[src/include/pin_ctrl_pkg.sv]
`default_nettype none
package pin_ctrl_pkg;
    // special function register addresses
    localparam logic [7:0] ADDR_CMP1 = 8'hC1;
    localparam logic [7:0] ADDR_CMP2 = 8'hC2;
    localparam logic [7:0] ADDR_CMP3 = 8'hC3;
    localparam logic [7:0] ADDR_CMP4 = 8'hC4;
    localparam logic [7:0] ADDR_CMP5 = 8'hC5;
    localparam logic [7:0] ADDR_MSER = 8'hE1;
    localparam logic [7:0] ADDR_AMPC = 8'hEE;
    localparam logic [7:0] ADDR_AMPK = 8'hEF;
    // field positions
    localparam int EN_BIT      = 7;
    localparam int OE_BIT      = 5;
    localparam int SEL_HI      = 4;
    localparam int SEL_LO      = 3;
    localparam int MODE_BIT    = 6;
    localparam int TRIM_BIT    = 5;
    localparam int STATUS_BIT  = 4;
    localparam int SET_HI      = 6;
    localparam int ADJ_HI      = 4;
    localparam int GAIN_HI     = 1;
    localparam int NUM_CMP     = 5;
    // reset values
    localparam logic [7:0] RST_ZERO = 8'h00;
    localparam logic [7:0] RST_MSER = 8'h04;
    // register masks: reserved bits read as zero; MASK_MSRO marks the read-only status bit 4
    localparam logic [7:0] MASK_CMP1 = 8'hDF;
    localparam logic [7:0] MASK_AMPC = 8'hBF;
    localparam logic [7:0] MASK_ALL  = 8'hFF;
    localparam logic [7:0] MASK_MSRO = 8'h10;
    // input select codes
    localparam logic [1:0] SEL_POS_GAIN = 2'h0;
    localparam logic [1:0] SEL_NEG_GAIN = 2'h1;
    localparam logic [1:0] SEL_NEG_RES  = 2'h2;
    localparam logic [1:0] SEL_BOTH_EXT = 2'h3;
    // amplifier input network sources
    typedef enum logic [1:0] {SRC_GND, SRC_PIN, SRC_TRIM} amp_src_t;
endpackage
`default_nettype wire

[src/include/amp_cfg_if.sv]
`timescale 1ns/100ps
`default_nettype none
interface amp_cfg_if;
    logic       enable;
    logic       out_en;
    logic       cal_mode;
    logic [1:0] in_sel;
    logic       trim_bg;
    pin_ctrl_pkg::amp_src_t pos_src;
    pin_ctrl_pkg::amp_src_t neg_src;
    logic       pos_res;
    logic       inner_gain;
    logic       trim_sel;
    logic       pin_p10_amp;
    logic       pin_p11_amp;
    logic       pin_p16_out;
    modport ctrl (output enable, out_en, cal_mode, in_sel, trim_bg,
                  input pos_src, neg_src, pos_res, inner_gain, trim_sel,
                  pin_p10_amp, pin_p11_amp, pin_p16_out);
    modport net  (input enable, out_en, cal_mode, in_sel, trim_bg,
                  output pos_src, neg_src, pos_res, inner_gain, trim_sel,
                  pin_p10_amp, pin_p11_amp, pin_p16_out);
endinterface
`default_nettype wire

[src/hw/amp_input_net.sv]
`timescale 1ns/100ps
`default_nettype none
module amp_input_net (
    amp_cfg_if.net cfg
);
    always_comb begin
        cfg.pos_src     = pin_ctrl_pkg::SRC_GND;
        cfg.neg_src     = pin_ctrl_pkg::SRC_GND;
        cfg.pos_res     = 1'b0;
        cfg.inner_gain  = 1'b0;
        cfg.trim_sel    = cfg.trim_bg;
        if (cfg.cal_mode) begin
            case (cfg.in_sel)
                pin_ctrl_pkg::SEL_POS_GAIN: begin
                    cfg.pos_src = pin_ctrl_pkg::SRC_TRIM;
                    cfg.neg_src = pin_ctrl_pkg::SRC_TRIM;
                end
                pin_ctrl_pkg::SEL_NEG_GAIN: begin
                    cfg.inner_gain = 1'b1;
                end
                pin_ctrl_pkg::SEL_NEG_RES: begin
                    cfg.pos_res    = 1'b1;
                    cfg.inner_gain = 1'b1;
                end
                default: begin
                    cfg.pos_src = pin_ctrl_pkg::SRC_PIN;
                    cfg.neg_src = pin_ctrl_pkg::SRC_PIN;
                end
            endcase
        end else begin
            case (cfg.in_sel)
                pin_ctrl_pkg::SEL_POS_GAIN: begin
                    cfg.pos_src    = pin_ctrl_pkg::SRC_PIN;
                    cfg.inner_gain = 1'b1;
                end
                pin_ctrl_pkg::SEL_NEG_GAIN: begin
                    cfg.neg_src    = pin_ctrl_pkg::SRC_PIN;
                    cfg.inner_gain = 1'b1;
                end
                pin_ctrl_pkg::SEL_NEG_RES: begin
                    cfg.neg_src    = pin_ctrl_pkg::SRC_PIN;
                    cfg.pos_res    = 1'b1;
                    cfg.inner_gain = 1'b1;
                end
                default: begin
                    cfg.pos_src = pin_ctrl_pkg::SRC_PIN;
                    cfg.neg_src = pin_ctrl_pkg::SRC_PIN;
                end
            endcase
        end
    end

    // pins are claimed only while the amplifier is powered
    assign cfg.pin_p10_amp = cfg.enable && (cfg.pos_src == pin_ctrl_pkg::SRC_PIN);
    assign cfg.pin_p11_amp = cfg.enable && (cfg.neg_src == pin_ctrl_pkg::SRC_PIN);
    assign cfg.pin_p16_out = cfg.enable && cfg.out_en;
endmodule // amp_input_net
`default_nettype wire

[src/hw/analog_peripheral_pin_control.sv]
// Notes on behaviour
// - comparator one enable claims P1.3, P1.4
// - comparator two enable claims P1.5
// - comparator three enable claims P1.7
// - comparator four enable claims P1.6
// - comparator five enable claims P3.2
// - serial master enable claims P3.0, P3.1
// - amplifier enable powers amplifier, gates pin roles
// - P1.6 output needs output and amplifier enable
// - normal mode input select network table
// - calibration mode input select network table
// - mode bit picks normal or calibration
`timescale 1ns/100ps
`default_nettype none
module analog_peripheral_pin_control (
    // clock and reset
    input  wire logic       core_clk_i,
    input  wire logic       rst_i,
    // special function register port
    input  wire logic [7:0] sfr_addr_i,
    input  wire logic       sfr_wr_i,
    input  wire logic       sfr_rd_i,
    input  wire logic [7:0] sfr_wdata_i,
    output var  logic [7:0] sfr_rdata_o,
    output var  logic       sfr_hit_o,
    // two-wire master status from the serial engine
    input  wire logic       serial_ack_in_i,
    // comparator control
    output var  logic [4:0] comparator_enable_o,
    output var  logic [4:0] comparator_pin_claim_o,
    output var  logic       comparator_one_pin_p14_o,
    // serial master
    output var  logic       serial_master_enable_o,
    output var  logic       serial_pins_claim_o,
    output var  logic [6:0] two_wire_master_ctrl_o,
    // amplifier
    output var  logic       amplifier_power_o,
    output var  logic       amplifier_pin_p10_o,
    output var  logic       amplifier_pin_p11_o,
    output var  logic       amplifier_pin_p16_out_o,
    output var  logic [1:0] amplifier_pos_src_o,
    output var  logic [1:0] amplifier_neg_src_o,
    output var  logic       amplifier_pos_res_o,
    output var  logic       amplifier_inner_gain_o,
    output var  logic       amplifier_trim_bg_o,
    output var  logic [4:0] amplifier_trim_adj_o,
    output var  logic [1:0] amplifier_gain_o,
    // comparator analogue settings
    output var  logic [6:0] comparator_setting_o [5]
);
    ////////////////////////////////////////////////////////////////////////////
    logic [7:0] cmp_reg [5];
    logic [7:0] mser_reg;
    logic [7:0] ampc_reg;
    logic [7:0] ampk_reg;
    logic       ack_meta_reg;
    logic       ack_sync_reg;
    amp_cfg_if  amp ();

    function automatic logic is_cmp(input logic [7:0] a);
        return (a >= pin_ctrl_pkg::ADDR_CMP1) && (a <= pin_ctrl_pkg::ADDR_CMP5);
    endfunction

    function automatic logic [2:0] cmp_idx(input logic [7:0] a);
        logic [7:0] d;
        d = a - pin_ctrl_pkg::ADDR_CMP1;
        return d[2:0];
    endfunction

    ////////////////////////////////////////////////////////////////////////////
    // register writes; every enable bit clears on reset so pins stay general-purpose
    always_ff @(posedge core_clk_i) begin
        if (rst_i) begin
            for (int i = 0; i < pin_ctrl_pkg::NUM_CMP; i++) begin
                cmp_reg[i] <= pin_ctrl_pkg::RST_ZERO;
            end
        end else if (sfr_wr_i && is_cmp(sfr_addr_i)) begin
            cmp_reg[cmp_idx(sfr_addr_i)] <= sfr_wdata_i;
        end
    end

    always_ff @(posedge core_clk_i) begin
        if (rst_i) begin
            mser_reg <= pin_ctrl_pkg::RST_MSER;
        end else if (sfr_wr_i && sfr_addr_i == pin_ctrl_pkg::ADDR_MSER) begin
            // acknowledge-in bit is read only; it tracks the serial engine
            mser_reg <= sfr_wdata_i & ~pin_ctrl_pkg::MASK_MSRO;
        end
    end

    always_ff @(posedge core_clk_i) begin
        if (rst_i) begin
            ampc_reg <= pin_ctrl_pkg::RST_ZERO;
            ampk_reg <= pin_ctrl_pkg::RST_ZERO;
        end else if (sfr_wr_i) begin
            if (sfr_addr_i == pin_ctrl_pkg::ADDR_AMPC) begin
                ampc_reg <= sfr_wdata_i & pin_ctrl_pkg::MASK_AMPC;
            end else if (sfr_addr_i == pin_ctrl_pkg::ADDR_AMPK) begin
                ampk_reg <= sfr_wdata_i;
            end
        end
    end

    // status comes from another domain, so it is synchronised first
    always_ff @(posedge core_clk_i) begin
        if (rst_i) begin
            ack_meta_reg <= 1'b0;
            ack_sync_reg <= 1'b0;
        end else begin
            ack_meta_reg <= serial_ack_in_i;
            ack_sync_reg <= ack_meta_reg;
        end
    end

    ////////////////////////////////////////////////////////////////////////////
    // read data is registered; one cycle after the read strobe
    always_ff @(posedge core_clk_i) begin
        if (rst_i) begin
            sfr_rdata_o <= pin_ctrl_pkg::RST_ZERO;
            sfr_hit_o   <= 1'b0;
        end else if (sfr_rd_i) begin
            sfr_hit_o <= 1'b1;
            if (is_cmp(sfr_addr_i)) begin
                sfr_rdata_o <= (sfr_addr_i == pin_ctrl_pkg::ADDR_CMP1)
                             ? (cmp_reg[0] & pin_ctrl_pkg::MASK_CMP1)
                             : cmp_reg[cmp_idx(sfr_addr_i)];
            end else if (sfr_addr_i == pin_ctrl_pkg::ADDR_MSER) begin
                sfr_rdata_o <= mser_reg
                             | (ack_sync_reg ? pin_ctrl_pkg::MASK_MSRO : pin_ctrl_pkg::RST_ZERO);
            end else if (sfr_addr_i == pin_ctrl_pkg::ADDR_AMPC) begin
                sfr_rdata_o <= ampc_reg;
            end else if (sfr_addr_i == pin_ctrl_pkg::ADDR_AMPK) begin
                sfr_rdata_o <= ampk_reg;
            end else begin
                sfr_rdata_o <= pin_ctrl_pkg::RST_ZERO;
                sfr_hit_o   <= 1'b0;
            end
        end else begin
            sfr_hit_o <= 1'b0;
        end
    end

    ////////////////////////////////////////////////////////////////////////////
    // comparator enables and pin claims
    always_comb begin
        for (int i = 0; i < pin_ctrl_pkg::NUM_CMP; i++) begin
            comparator_enable_o[i]    = cmp_reg[i][pin_ctrl_pkg::EN_BIT];
            comparator_pin_claim_o[i] = cmp_reg[i][pin_ctrl_pkg::EN_BIT];
            comparator_setting_o[i]   = cmp_reg[i][pin_ctrl_pkg::SET_HI:0];
        end
    end
    // comparator one owns two pins; index 0 claim covers P1.3
    assign comparator_one_pin_p14_o = cmp_reg[0][pin_ctrl_pkg::EN_BIT];

    assign serial_master_enable_o = mser_reg[pin_ctrl_pkg::EN_BIT];
    assign serial_pins_claim_o    = mser_reg[pin_ctrl_pkg::EN_BIT];
    assign two_wire_master_ctrl_o = mser_reg[pin_ctrl_pkg::SET_HI:0];

    ////////////////////////////////////////////////////////////////////////////
    // amplifier network
    assign amp.enable   = ampc_reg[pin_ctrl_pkg::EN_BIT];
    assign amp.out_en   = ampc_reg[pin_ctrl_pkg::OE_BIT];
    assign amp.in_sel   = ampc_reg[pin_ctrl_pkg::SEL_HI:pin_ctrl_pkg::SEL_LO];
    assign amp.cal_mode = ampk_reg[pin_ctrl_pkg::MODE_BIT];
    assign amp.trim_bg  = ampk_reg[pin_ctrl_pkg::TRIM_BIT];

    amp_input_net u_net (
        .cfg (amp.net)
    );

    assign amplifier_power_o       = amp.enable;
    assign amplifier_pin_p10_o     = amp.pin_p10_amp;
    assign amplifier_pin_p11_o     = amp.pin_p11_amp;
    // P1.6 is also the fourth comparator input; this claim and the comparator four claim are driven independently
    assign amplifier_pin_p16_out_o = amp.pin_p16_out;
    assign amplifier_pos_src_o     = amp.pos_src;
    assign amplifier_neg_src_o     = amp.neg_src;
    assign amplifier_pos_res_o     = amp.pos_res;
    assign amplifier_inner_gain_o  = amp.inner_gain;
    assign amplifier_trim_bg_o     = amp.trim_sel;
    assign amplifier_trim_adj_o    = ampk_reg[pin_ctrl_pkg::ADJ_HI:0];
    assign amplifier_gain_o        = ampc_reg[pin_ctrl_pkg::GAIN_HI:0];
endmodule // analog_peripheral_pin_control
`default_nettype wire

[config.mk]
export PLATFORM = sky130hd
export DESIGN_NAME = analog_peripheral_pin_control
export DESIGN_NICKNAME = d
export VERILOG_FILES = /design/src/include/pin_ctrl_pkg.sv /design/src/include/amp_cfg_if.sv /design/src/hw/amp_input_net.sv /design/src/hw/analog_peripheral_pin_control.sv
export SDC_FILE = /design/constraint.sdc
export NUM_CORES = 1
export LEC_CHECK = 0
export BUFFER_PORTS_ARGS = -buffer_cell sky130_fd_sc_hd__buf_2
export CORE_ASPECT_RATIO = 1.25
export CORE_MARGIN = 2
export CORE_UTILIZATION = 30
export CTS_CLUSTER_SIZE = 10
export DETAILED_ROUTE_END_ITERATION = 8
export SKIP_LAST_GASP = 1
export SLEW_MARGIN = 10
export SYNTH_ARGS = -nofsm -noshare
export SYNTH_HDL_FRONTEND = slang
export SYNTH_HIERARCHICAL = 1
export SYNTH_SLANG_ARGS = --single-unit
[constraint.sdc]
create_clock -name core_clk_i -period 3.85 [get_ports core_clk_i]
set_clock_uncertainty 0.15 [all_clocks]
set_input_delay 0.5775 -clock core_clk_i [delete_from_list [all_inputs] [get_ports core_clk_i]]
set_output_delay 0.5775 -clock core_clk_i [all_outputs]
set_load 0.02 [all_outputs]
# == After elaboration in Yosys (flattened, before gate mapping) ==
# Memory sizes are Yosys's and may differ from the RTL's.
# Cells that the tools add are included.
# word_totals
reg_bits,33
elab_cells,62
ramBits,40
n_memories,1
# memory_table
name,words,word_bits,read_ports,rd_ports_with_merged_regs,write_ports,line,text
cmp_reg,5,8,6,0,5,analog_peripheral_pin_control.sv:52,logic [7:0] cmp_reg [5];
# op_classes
n_reduce_logical,13
n_eq_ne,8
add_sub_neg,1
bitwise,3
magnitude_cmp,2
mux,27
# op_table
op,count
2-to-1 mux 8 bit,6
"equality test 8 bit, second input constant",4
2-to-1 mux 1 bit,16
"greater-or-equal comparator 8 bit, second input constant",1
"less-or-equal comparator 8 bit, second input constant",1
OR 8 x 5 -> 8 bit,1
OR reduction 8 bit,1
"equality test 2 x 1 -> 1 bit, second input constant",3
logical AND 1 bit,6
2-to-1 mux 5 bit,1
2-to-1 mux 2 bit,2
one-hot mux 2 bit (2 select lines),1
OR reduction 2 bit,2
2-to-1 mux 3 bit,1
AND reduction 3 bit,1
OR reduction 3 bit,1
"subtractor 3 x 1 -> 3 bit, second input constant",1
"equality test 2 bit, second input constant",1
logical NOT 2 bit,1
inverter 1 bit,2
AND reduction 2 bit,1

# == Longest topological paths before layout ==
# Gate-level depths: netlist of run 1.
# logic_depth
word_depth,8
depth_mapped,11
mapped_depth_nobuf,7

# == Hierarchy ==
# The synthesis of run 1 kept the hierarchy.
# modules_own_cells
module,area_per_inst_um2,n_inst,cells_per_inst
analog_peripheral_pin_control,4538.1,1,381
amp_input_net,135.1,1,19

# == Least setup slack after synthesis of run 1 ==
# No wires, ideal clock.
# synth_timing
path_kind,in2reg
start,input sfr_addr_i[0]
end,memory cmp_reg[7][0] (enable)
arrival_ns,2.840
setup_slack_ns,0.477
path_buffers,3
t_required_ns,3.317
stages,8
path_cell_list,buf_2 > buf_2 > inv_1 > ha_1 > xor2_4 > buf_2 > nand4_1 > nor3_1
# synth_lines
item,line,text
start: declaration,analog_peripheral_pin_control.sv:20,"input wire logic [7:0] sfr_addr_i,"
end: declaration,analog_peripheral_pin_control.sv:52,

# == Worst setup path in the final report of run 1 ==
# layout_timing
start,input sfr_addr_i[1]
end,register mser_reg[2]
# layout_via
elab_chain_cells,2
# layout_rtl
item,line,text
equality test 8 bit,analog_peripheral_pin_control.sv:85,end else if (sfr_wr_i && sfr_addr_i == pin_ctrl_pkg::ADDR_MSER) begin
logical AND 1 bit,analog_peripheral_pin_control.sv:85,
end signal: assignment,analog_peripheral_pin_control.sv:84,mser_reg <= pin_ctrl_pkg::RST_MSER;
end signal: assignment,analog_peripheral_pin_control.sv:87,mser_reg <= sfr_wdata_i & ~pin_ctrl_pkg::MASK_MSRO;
end: declaration,analog_peripheral_pin_control.sv:53,logic [7:0] mser_reg;
# Every way passes these cells.
# A chain may end at the register's enable or synchronous reset.

==> results.toml, run 1 <==
[status]
status = "completed"

[clocking]
cts_tree = "yes"
cts_root_buffer = "clkbuf_16"
postCtsHoldBufs = 0
postCtsSetupRepairBufs = 0
clock_latency_ns = 0.33
cts_num_sinks = 97
cts.path.max_buffers = 2
htree_num_levels = 3
cts_resized = 0
cts_buffers = 9
cts.clk_slew.worst_paths_ns = 0.07

[logic_synthesis]
yosys.cell_types.count = 52
seq_area_frac_synth_pct = 55.3
avgSynthCellArea_um2 = 11.7
syn-cell-area_um2 = 4670
yosysTopAreaCellShare_pct = 41.1
syn_nets = 428
synth_cells = 400
synthTopCellsByArea = "edfxtp_1 41%, dfxtp_1 14%, and2_1 5.4%"
synth-seq-cells = 97
synth_top_cell_by_area = "edfxtp_1"
synth-edff-count = 64
synth_top_flop_cell = "edfxtp_1"
synth_warnings = 6
synthArstFlopShare_pct = 0

[min_path]
worstHoldStart = "ack_meta_reg$_SDFF_PP0_"
hp-class = "flop to flop"
holdPathStages = 1
hold-path-endpoint = "ack_sync_reg$_SDFF_PP0_"

[drt]
finalWirelength_mm = 13.2
vias = 3403
wl_per_cell_um = 18.6
drc = 0
final_antenna_net_count = 0
dr.first_iter.drc_count = 229
first_pass_iters = 4
vias_per_cell = 4.81

[critical_path]
reg2reg_depth = 4
cp_data_arrival_time_ns = 2.73
crit_path_top_delay_cell = "nor3b_1"
r2r_start = "cmp_reg[3][3]$_SDFFCE_PN0P_"
cp_top_family = "simple AND/OR/NAND/NOR gates"
cp_max_fo = 14
crit_path_end_kind = "flop"
path_buf_inv = 2
max_stage_delay_ns = 0.59
required_ns = 3.92
ff2ff_setup_slack_ns = 2.22
path_class = "input port to flop"
cp_cell_sequence = "buf_2 > inv_1 > ha_1 > nor3b_1 > nand3_1 > a211o_1"
startpoint_type = "input port"
r2r-end = "sfr_rdata_o[3]$_SDFFE_PP0P_"

[global_routing]
gr-total-overflow = 0
grt_pass1_vias = 3411
grt.total_usage_pct = 16.1
antenna_found_initial = 0
grt_pass1_wl_mm = 19.8
grt_max_degree = 41

[power]
ir_worst_vdd_uv = 171
leakage_nw = 2.33
p_per_area_nw_per_um2 = 411

[timing]
hold_viol = 0
final.min_clock_period_ns = 2.66
setup_viol = 0
rsz0062_at_grt = "no"
tightestPinTransition_ns = 0.730
relSlewSlack_pct = 51.3
tns_ns = 0
maxSlewViolCount = 0
max_freq_mhz = 376
fin_crit_sh_pct = 69.1

[finish]
drive_above_1_share_pct = 29.5
diodes = 0
largest_reg_flops = 64
design_area_um2 = 5650
nNetsFinal = 518
syn_to_final_growth_pct = 20.9

[placement]
post_dp_cell_area_um2 = 5330
io_buffers = 101
hpwlAfterDp_mm = 10.2
gp_congestion = 0.835

[floorplanning]
initial_core_util_pct = 30.3
die_area_um2 = 16600
fp.dieH_um = 144
ios = 103
die_x_um = 116
coreArea_um2 = 15400
fp-row-count = 51

[job]
drv_cap = 0
-- worst max-delay path by stage --
stage | cells past startpoint | to | slack (ns) | startpoint
global route | 7 | mser_reg[5]$_SDFFE_PP0P_ | 1.04 | sfr_addr_i[1]
global placement | 8 | sfr_rdata_o[2]$_SDFFE_PP0P_ | 0.92 | sfr_addr_i[1]
floorplan | 8 | cmp_reg[7][0]$_DFFE_PP_ | 0.48 | sfr_addr_i[0]
finish | 6 | mser_reg[2]$_SDFFE_PP1P_ | 1.19 | sfr_addr_i[1]
CTS | 6 | mser_reg[2]$_SDFFE_PP1P_ | 1.23 | sfr_addr_i[1]
detailed placement | 8 | sfr_rdata_o[2]$_SDFFE_PP0P_ | 0.87 | sfr_addr_i[1]
-- through the flow --
step | total power, W | worst slack, ns | cells | utilization, % | hold WS (ns)
after floorplan | 0.00132 | 0.477 | 400 | - | 0.264
after global placement | 0.00142 | 0.925 | 691 | 34.5 | 0.279
after detailed placement | 0.00142 | 0.874 | 691 | 34.5 | 0.280
after CTS | 0.00234 | 1.23 | 707 | 36.6 | 0.295
after global routing | 0.00241 | 1.04 | 707 | 36.6 | 0.299
final | 0.00232 | 1.19 | 707 | 36.6 | 0.290
-- Yosys cell counts, types with 7 or more instances --
| master | number |
|---|---|
| o21ai_0 | 11 |
| a21oi_1 | 13 |
| clkbuf_1 | 9 |
| mux4_2 | 8 |
| ha_1 | 7 |
| nor2_1 | 46 |
| a22oi_1 | 8 |
| mux2i_1 | 24 |
| nor3_1 | 14 |
| buf_4 | 18 |
| nand3_1 | 7 |
| nand2_1 | 21 |
| edfxtp_1 | 64 |
| dfxtp_1 | 33 |
| and2_1 | 40 |
-- cells by family (layout without fill, tap and decap cells) --
family                     Yosys count  count (layout)  share of synthesized area, %
and+or+nand+nor                    162             162                          18.5
DFF                                 97              97                          55.3
AOI/OAI and AO/OA                   55              55                          7.52
buffers and inverters               40             135                          4.77
muxes                               36              36                          11.2
adders and majority gates            7               7                          1.87
xor gates and xnor gates             2               2                         0.777
other                                1               1                        0.0802
-- cell usage in the layout (no fill, tap or decap), types with 2 or more instances in the layout --
cell type / instances
nor4_1: 3
edfxtp_1: 64
nor3b_1: 2
a22oi_1: 8
a21oi_1: 13
o21ai_0: 11
or2_2: 5
mux2i_1: 24
and2_1: 40
a31oi_1: 6
mux4_1: 4
and4b_1: 2
nor3_1: 14
inv_1: 6
o21bai_1: 6
nand4_1: 2
ha_1: 7
clkbuf_16: 11
nor2b_1: 4
buf_4: 11
dfxtp_1: 33
buf_2: 101
o21a_1: 2
mux4_2: 8
a211o_1: 2
or4_1: 4
nand4b_1: 2
nand3_1: 7
nor2_1: 46
nand2_1: 21
-- layout make-up --
cell class                      count  area (um2)
Multi-Input combinational cell    263        1870
Inverter                            7        26.3
Timing Repair Buffer              112         588
Tap cell                          212         265
Fill cell                        1598        9790
Clock buffer                       13         293
Sequential cell                    97        2580
Clock inverter                      3        27.5
-- power by group --
part / switching, W / internal, W
sequential: 0.0000240 / 0.00113
clock: 0.000385 / 0.000542
combinational: 0.000154 / 0.0000803
total: 0.000563 / 0.00176
-- per-layer routing --
metal | GRT usage [%] | vias up | wire length (um) | share of wire [%]
li1 | - | 1621 | - | -
met1 | 19.7 | 1660 | 5390 | 41
met2 | 29.1 | 110 | 6900 | 52
met3 | 3.12 | 12 | 731 | 5.5
met4 | 4.01 | 0 | 165 | 1.3
met5 | 0 | - | 0 | 0
Power figures use the tool's default switching activity.
==> inputs of run 2 (changes only) <==
==> constraint.sdc (replaced) <==
create_clock -name core_clk_i -period 2.2 [get_ports core_clk_i]
set_clock_uncertainty 0.15 [all_clocks]
set_input_delay 0.33 -clock core_clk_i [delete_from_list [all_inputs] [get_ports core_clk_i]]
set_output_delay 0.33 -clock core_clk_i [all_outputs]
set_load 0.02 [all_outputs]
==> run 2 against run 1 <==
Compared with the run above: sequential share of layout area fell by 1.6 points; routed wire length up 0.67%; largest cell class unchanged; critical path type is now flop to primary output; critical path depth is 2 lower; die area is the same; via count is 3.6% higher; worst hold slack lost 0.23 ns; power rose by 68%; utilization up 1.3 points; first-iteration DRC count is 3.5% lower; flip-flop and latch count is the same.
==> results.toml, run 2 (synthesis gave the netlist of run 1 again) <==
[status]
status = "completed"

[placement]
io_buffers = 101
hpwlAfterDp_mm = 10.4
post_dp_cell_area_um2 = 5600
gp_congestion = 0.836

[clocking]
htree_num_levels = 3
cts_num_sinks = 97
cts_resized = 0
cts_tree = "yes"
cts.clk_slew.worst_paths_ns = 0.06
clock_latency_ns = 0.34
postCtsHoldBufs = 0
cts_buffers = 9
postCtsSetupRepairBufs = 0
cts.path.max_buffers = 2
cts_root_buffer = "clkbuf_16"

[global_routing]
grt_pass1_wl_mm = 19.8
grt_pass1_vias = 3489
grt.total_usage_pct = 16.1
antenna_found_initial = 1
gr-total-overflow = 0
use_met1_pct = 18.9
use_met3_pct = 3.16
grt_busiest_layer = "met2"
grtUsageMet2_pct = 28.9
grt_max_degree = 40

[critical_path]
required_ns = 1.72
path_class = "flop to primary output"
r2r-end = "sfr_rdata_o[4]$_SDFFE_PP0P_"
cp_max_fo = 4
crit_path_end_kind = "primary output"
ff2ff_setup_slack_ns = 0.60
reg2reg_depth = 4
cp_data_arrival_time_ns = 1.57
r2r_start = "cmp_reg[3][4]$_SDFFCE_PN0P_"
startpoint_type = "flop"
cp-startpoint = "ampc_reg[3]$_SDFFE_PP0P_"

[min_path]
hp-class = "input port to flop"
worstHoldStart = "serial_ack_in_i"
hold-path-endpoint = "ack_meta_reg$_SDFF_PP0_"
holdPathStages = 2

[drt]
first_pass_iters = 4
vias = 3527
final_antenna_net_count = 0
wl_per_cell_um = 18.0
drc = 0
finalWirelength_mm = 13.3
dr.first_iter.drc_count = 221
vias_per_cell = 4.79

[finish]
layout_commonest_cell = "buf_2"
final_cell_mix = "101 x buf_2, 64 x edfxtp_1, 43 x nor2_1"
syn_to_final_growth_pct = 25.4
design_area_um2 = 5860
ff_latch_area_um2 = 2580
drive_above_1_share_pct = 34.4
n_fill_cell = 1567
diodes = 0
multi_input_area_um2 = 1900
nNetsFinal = 548
largest_reg_flops = 64

[timing]
max_freq_mhz = 488
hold_viol = 0
fin_crit_sh_pct = 93.1
tns_ns = 0
setup_viol = 0
final.min_clock_period_ns = 2.05
maxSlewViolCount = 0
rsz0062_at_grt = "no"

[power]
ir_worst_vdd_uv = 386
p_per_area_nw_per_um2 = 666
power.total_w = 0.00390
leakage_nw = 2.44

[floorplanning]
coreArea_um2 = 15400
ios = 103
fp-row-count = 51
initial_core_util_pct = 30.3
die_x_um = 116
die_area_um2 = 16600
fp.dieH_um = 144

[job]
drv_cap = 0
run 2: changes by cell type in the layout (fill, tap and decap cells not counted), sizes merged:
cell / previous run / this run
inv: 9 / 8
clkinv: 0 / 1
clkbuf: 13 / 11
clkinvlp: 1 / 2
buf: 112 / 142
run 2: critical path, cell delays in order, from the launching register on:
cell     delay [ns]
dfxtp_1        0.39
inv_1          0.09
ha_1           0.34
o31ai_1        0.22
buf_2          0.20
run 2: metal layers:
| metal | part of all wire [%] | vias up |
|---|---|---|
| met5 | 0.098 | - |
| met4 | 2.2 | 2 |
| met3 | 4.4 | 22 |
| met2 | 52 | 98 |
| met1 | 42 | 1720 |
| li1 | - | 1685 |
run 2: how the worst max path moves through the flow:
stage	to	slack, ns	cells past startpoint
2_1_floorplan	cmp_reg[4][0]$_SDFFCE_PN0P_	-0.22	9
3_3_place_gp	sfr_rdata_o[3]$_SDFFE_PP0P_	-0.07	8
3_5_place_dp	sfr_rdata_o[0]$_SDFFE_PP0P_	-0.15	8
4_1_cts	amplifier_pin_p10_o	0.14	4
5_1_grt	amplifier_pin_p10_o	0.05	4
6_report	amplifier_pin_p10_o	0.15	4
run 2: through the flow:
stage	hold slack [ns]	setup WS, ns	util (%)	std cells
2_1_floorplan	0.264	-0.219	-	400
3_3_place_gp	0.286	-0.0702	36.2	721
3_5_place_dp	0.300	-0.154	36.2	721
4_1_cts	0.0545	0.144	37.9	736
5_1_grt	0.0646	0.0547	37.9	736
6_report	0.0604	0.153	37.9	736
run 2: where the power goes:
part	leakage, nW	total [W]	switching, W	internal (W)
registers	0.863	0.00203	0.0000407	0.00199
clock network	0.122	0.00143	0.000671	0.000763
logic	1.46	0.000442	0.000276	0.000166
total	2.44	0.00390	0.000988	0.00291
run 2: cell type report:
cell class	instances	area share [%]
sequential	97	44.1
multi-input combinational	263	32.5
timing repair buffer	142	13.9
tap	212	4.53
clock buffer	11	3.97
inverter	7	0.577
clock inverter	4	0.491
==> inputs of run 3 (changes only) <==
--- a/config.mk
+++ b/config.mk
@@ -9,6 +9,7 @@
 export CORE_ASPECT_RATIO = 1.25
 export CORE_MARGIN = 2
 export CORE_UTILIZATION = 30
+export CTS_BUF_LIST = sky130_fd_sc_hd__clkbuf_2 sky130_fd_sc_hd__clkbuf_4 sky130_fd_sc_hd__clkbuf_8
 export CTS_CLUSTER_SIZE = 10
 export DETAILED_ROUTE_END_ITERATION = 8
 export SKIP_LAST_GASP = 1
==> run 3 against run 2 <==
Compared with the run above: combinational power barely moved; maximum frequency fell by 1.8%; highest routed layer unchanged; final cell count did not move; count of clock-buffer cells in the layout did not move; critical path type unchanged; final area fell by 1.6%; critical path depth did not move; global-route usage rose by 0.19 points; critical endpoint unchanged; flip-flop and latch count did not move; worst hold slack improved by 0.00053 ns; register-to-register slack barely moved.
==> results.toml, run 3 (synthesis gave the netlist of run 1 again) <==
[status]
status = "completed"

[finish]
design_area_um2 = 5760
layout_commonest_cell = "buf_2"
largest_reg_flops = 64
nNetsFinal = 548
diodes = 0
n_fill_cell = 1569
syn_to_final_growth_pct = 23.3
drive_above_1_share_pct = 34.7
final_cell_mix = "101 x buf_2, 64 x edfxtp_1, 43 x nor2_1"

[clocking]
cts.clk_slew.worst_paths_ns = 0.09
htree_num_levels = 3
cts_buffers = 9
postCtsSetupRepairBufs = 0
cts_num_sinks = 97
cts_root_buffer = "clkbuf_8"
cts_resized = 0
clock_latency_ns = 0.37
cts_tree = "yes"
cts.path.max_buffers = 2
postCtsHoldBufs = 0

[critical_path]
crit_path_top_delay_cell = "dfxtp_1"
max_stage_delay_ns = 0.40
reg2reg_depth = 4
r2r_start = "cmp_reg[3][4]$_SDFFCE_PN0P_"
path_buf_inv = 2
path_class = "flop to primary output"
cp_top_family = "flip-flops"
ff2ff_setup_slack_ns = 0.60
cp_data_arrival_time_ns = 1.60
r2r-end = "sfr_rdata_o[4]$_SDFFE_PP0P_"
required_ns = 1.72
cp_cell_sequence = "inv_1 > ha_1 > o31ai_1 > buf_2"
crit_path_end_kind = "primary output"
startpoint_type = "flop"
cp_max_fo = 4

[power]
ir_worst_vdd_uv = 250
p_per_area_nw_per_um2 = 611
leakage_nw = 2.40
power.total_w = 0.00352

[timing]
fin_crit_sh_pct = 94.7
setup_viol = 0
maxSlewViolCount = 0
rsz0062_at_grt = "no"
hold_viol = 0
whs_ns = 0.0609
timing.final.ws_setup_ns = 0.116
max_freq_mhz = 480
final.min_clock_period_ns = 2.08

[drt]
vias = 3518
wl_per_cell_um = 18.1
first_pass_iters = 4
finalWirelength_mm = 13.3
final_antenna_net_count = 0
vias_per_cell = 4.78
dr.first_iter.drc_count = 197
drc = 0

[min_path]
holdPathStages = 2
hp-class = "input port to flop"
hold-path-endpoint = "ack_meta_reg$_SDFF_PP0_"
worstHoldStart = "serial_ack_in_i"

[floorplanning]
coreArea_um2 = 15400
initial_core_util_pct = 30.3
die_x_um = 116
ios = 103
fp.dieH_um = 144
fp-row-count = 51
die_area_um2 = 16600

[global_routing]
grt_max_degree = 40
grt_pass1_vias = 3494
grt_pass1_wl_mm = 19.9
grt.total_usage_pct = 16.3
gr-total-overflow = 0
antenna_found_initial = 1

[placement]
post_dp_cell_area_um2 = 5600
gp_congestion = 0.836
dp_slack_ns = -0.154
io_buffers = 101
hpwlAfterDp_mm = 10.4

[job]
drv_cap = 0
-- run 3: cell types whose count changed in the layout (fill, tap and decap cells not counted) --
cell and change:
clkbuf_4 +2, clkbuf_8 +9, clkbuf_1 -2, clkbuf_16 -9
-- run 3: cell type report --
| type | instances | area [um2] | share of cell area (%) |
|---|---|---|---|
| clock buffer | 11 | 139 | 2.41 |
| inverter | 7 | 33.8 | 0.586 |
| sequential | 97 | 2580 | 44.8 |
| clock inverter | 4 | 28.8 | 0.499 |
| multi-input combinational | 263 | 1900 | 33.0 |
| timing repair buffer | 142 | 813 | 14.1 |
| tap | 212 | 265 | 4.60 |
-- run 3: stage by stage --
step	utilization, %	setup TNS (ns)	cells
finish	37.3	0	736
global placement	36.2	-0.222	721
CTS	37.3	0	736
detailed placement	36.2	-1.83	721
floorplan	-	-11.98	400
global route	37.3	0	736
-- run 3: metal layers --
layer / global-route usage (%) / vias up / wire [um]
met4: 6.08 / 2 / 245
li1: - / 1687 / -
met1: 18.9 / 1699 / 5390
met3: 3.80 / 19 / 736
met5: 0 / - / 13
met2: 28.9 / 111 / 6950
-- run 3: how the worst max path moves through the flow --
stage / from / endpoint / cells after the start
after floorplan: sfr_addr_i[0] / cmp_reg[4][0]$_SDFFCE_PN0P_ / 9
after global placement: sfr_addr_i[1] / sfr_rdata_o[3]$_SDFFE_PP0P_ / 8
after detailed placement: sfr_addr_i[1] / sfr_rdata_o[0]$_SDFFE_PP0P_ / 8
after CTS: ampc_reg[3]$_SDFFE_PP0P_ / amplifier_pin_p10_o / 4
after global routing: ampc_reg[3]$_SDFFE_PP0P_ / amplifier_pin_p10_o / 4
final: ampc_reg[3]$_SDFFE_PP0P_ / amplifier_pin_p10_o / 4
-- run 3: power by group --
part / internal [W] / switching, W / total, W
sequential: 0.00198 / 0.0000404 / 0.00202
clock: 0.000433 / 0.000620 / 0.00105
combinational: 0.000166 / 0.000277 / 0.000443
total: 0.00258 / 0.000937 / 0.00352
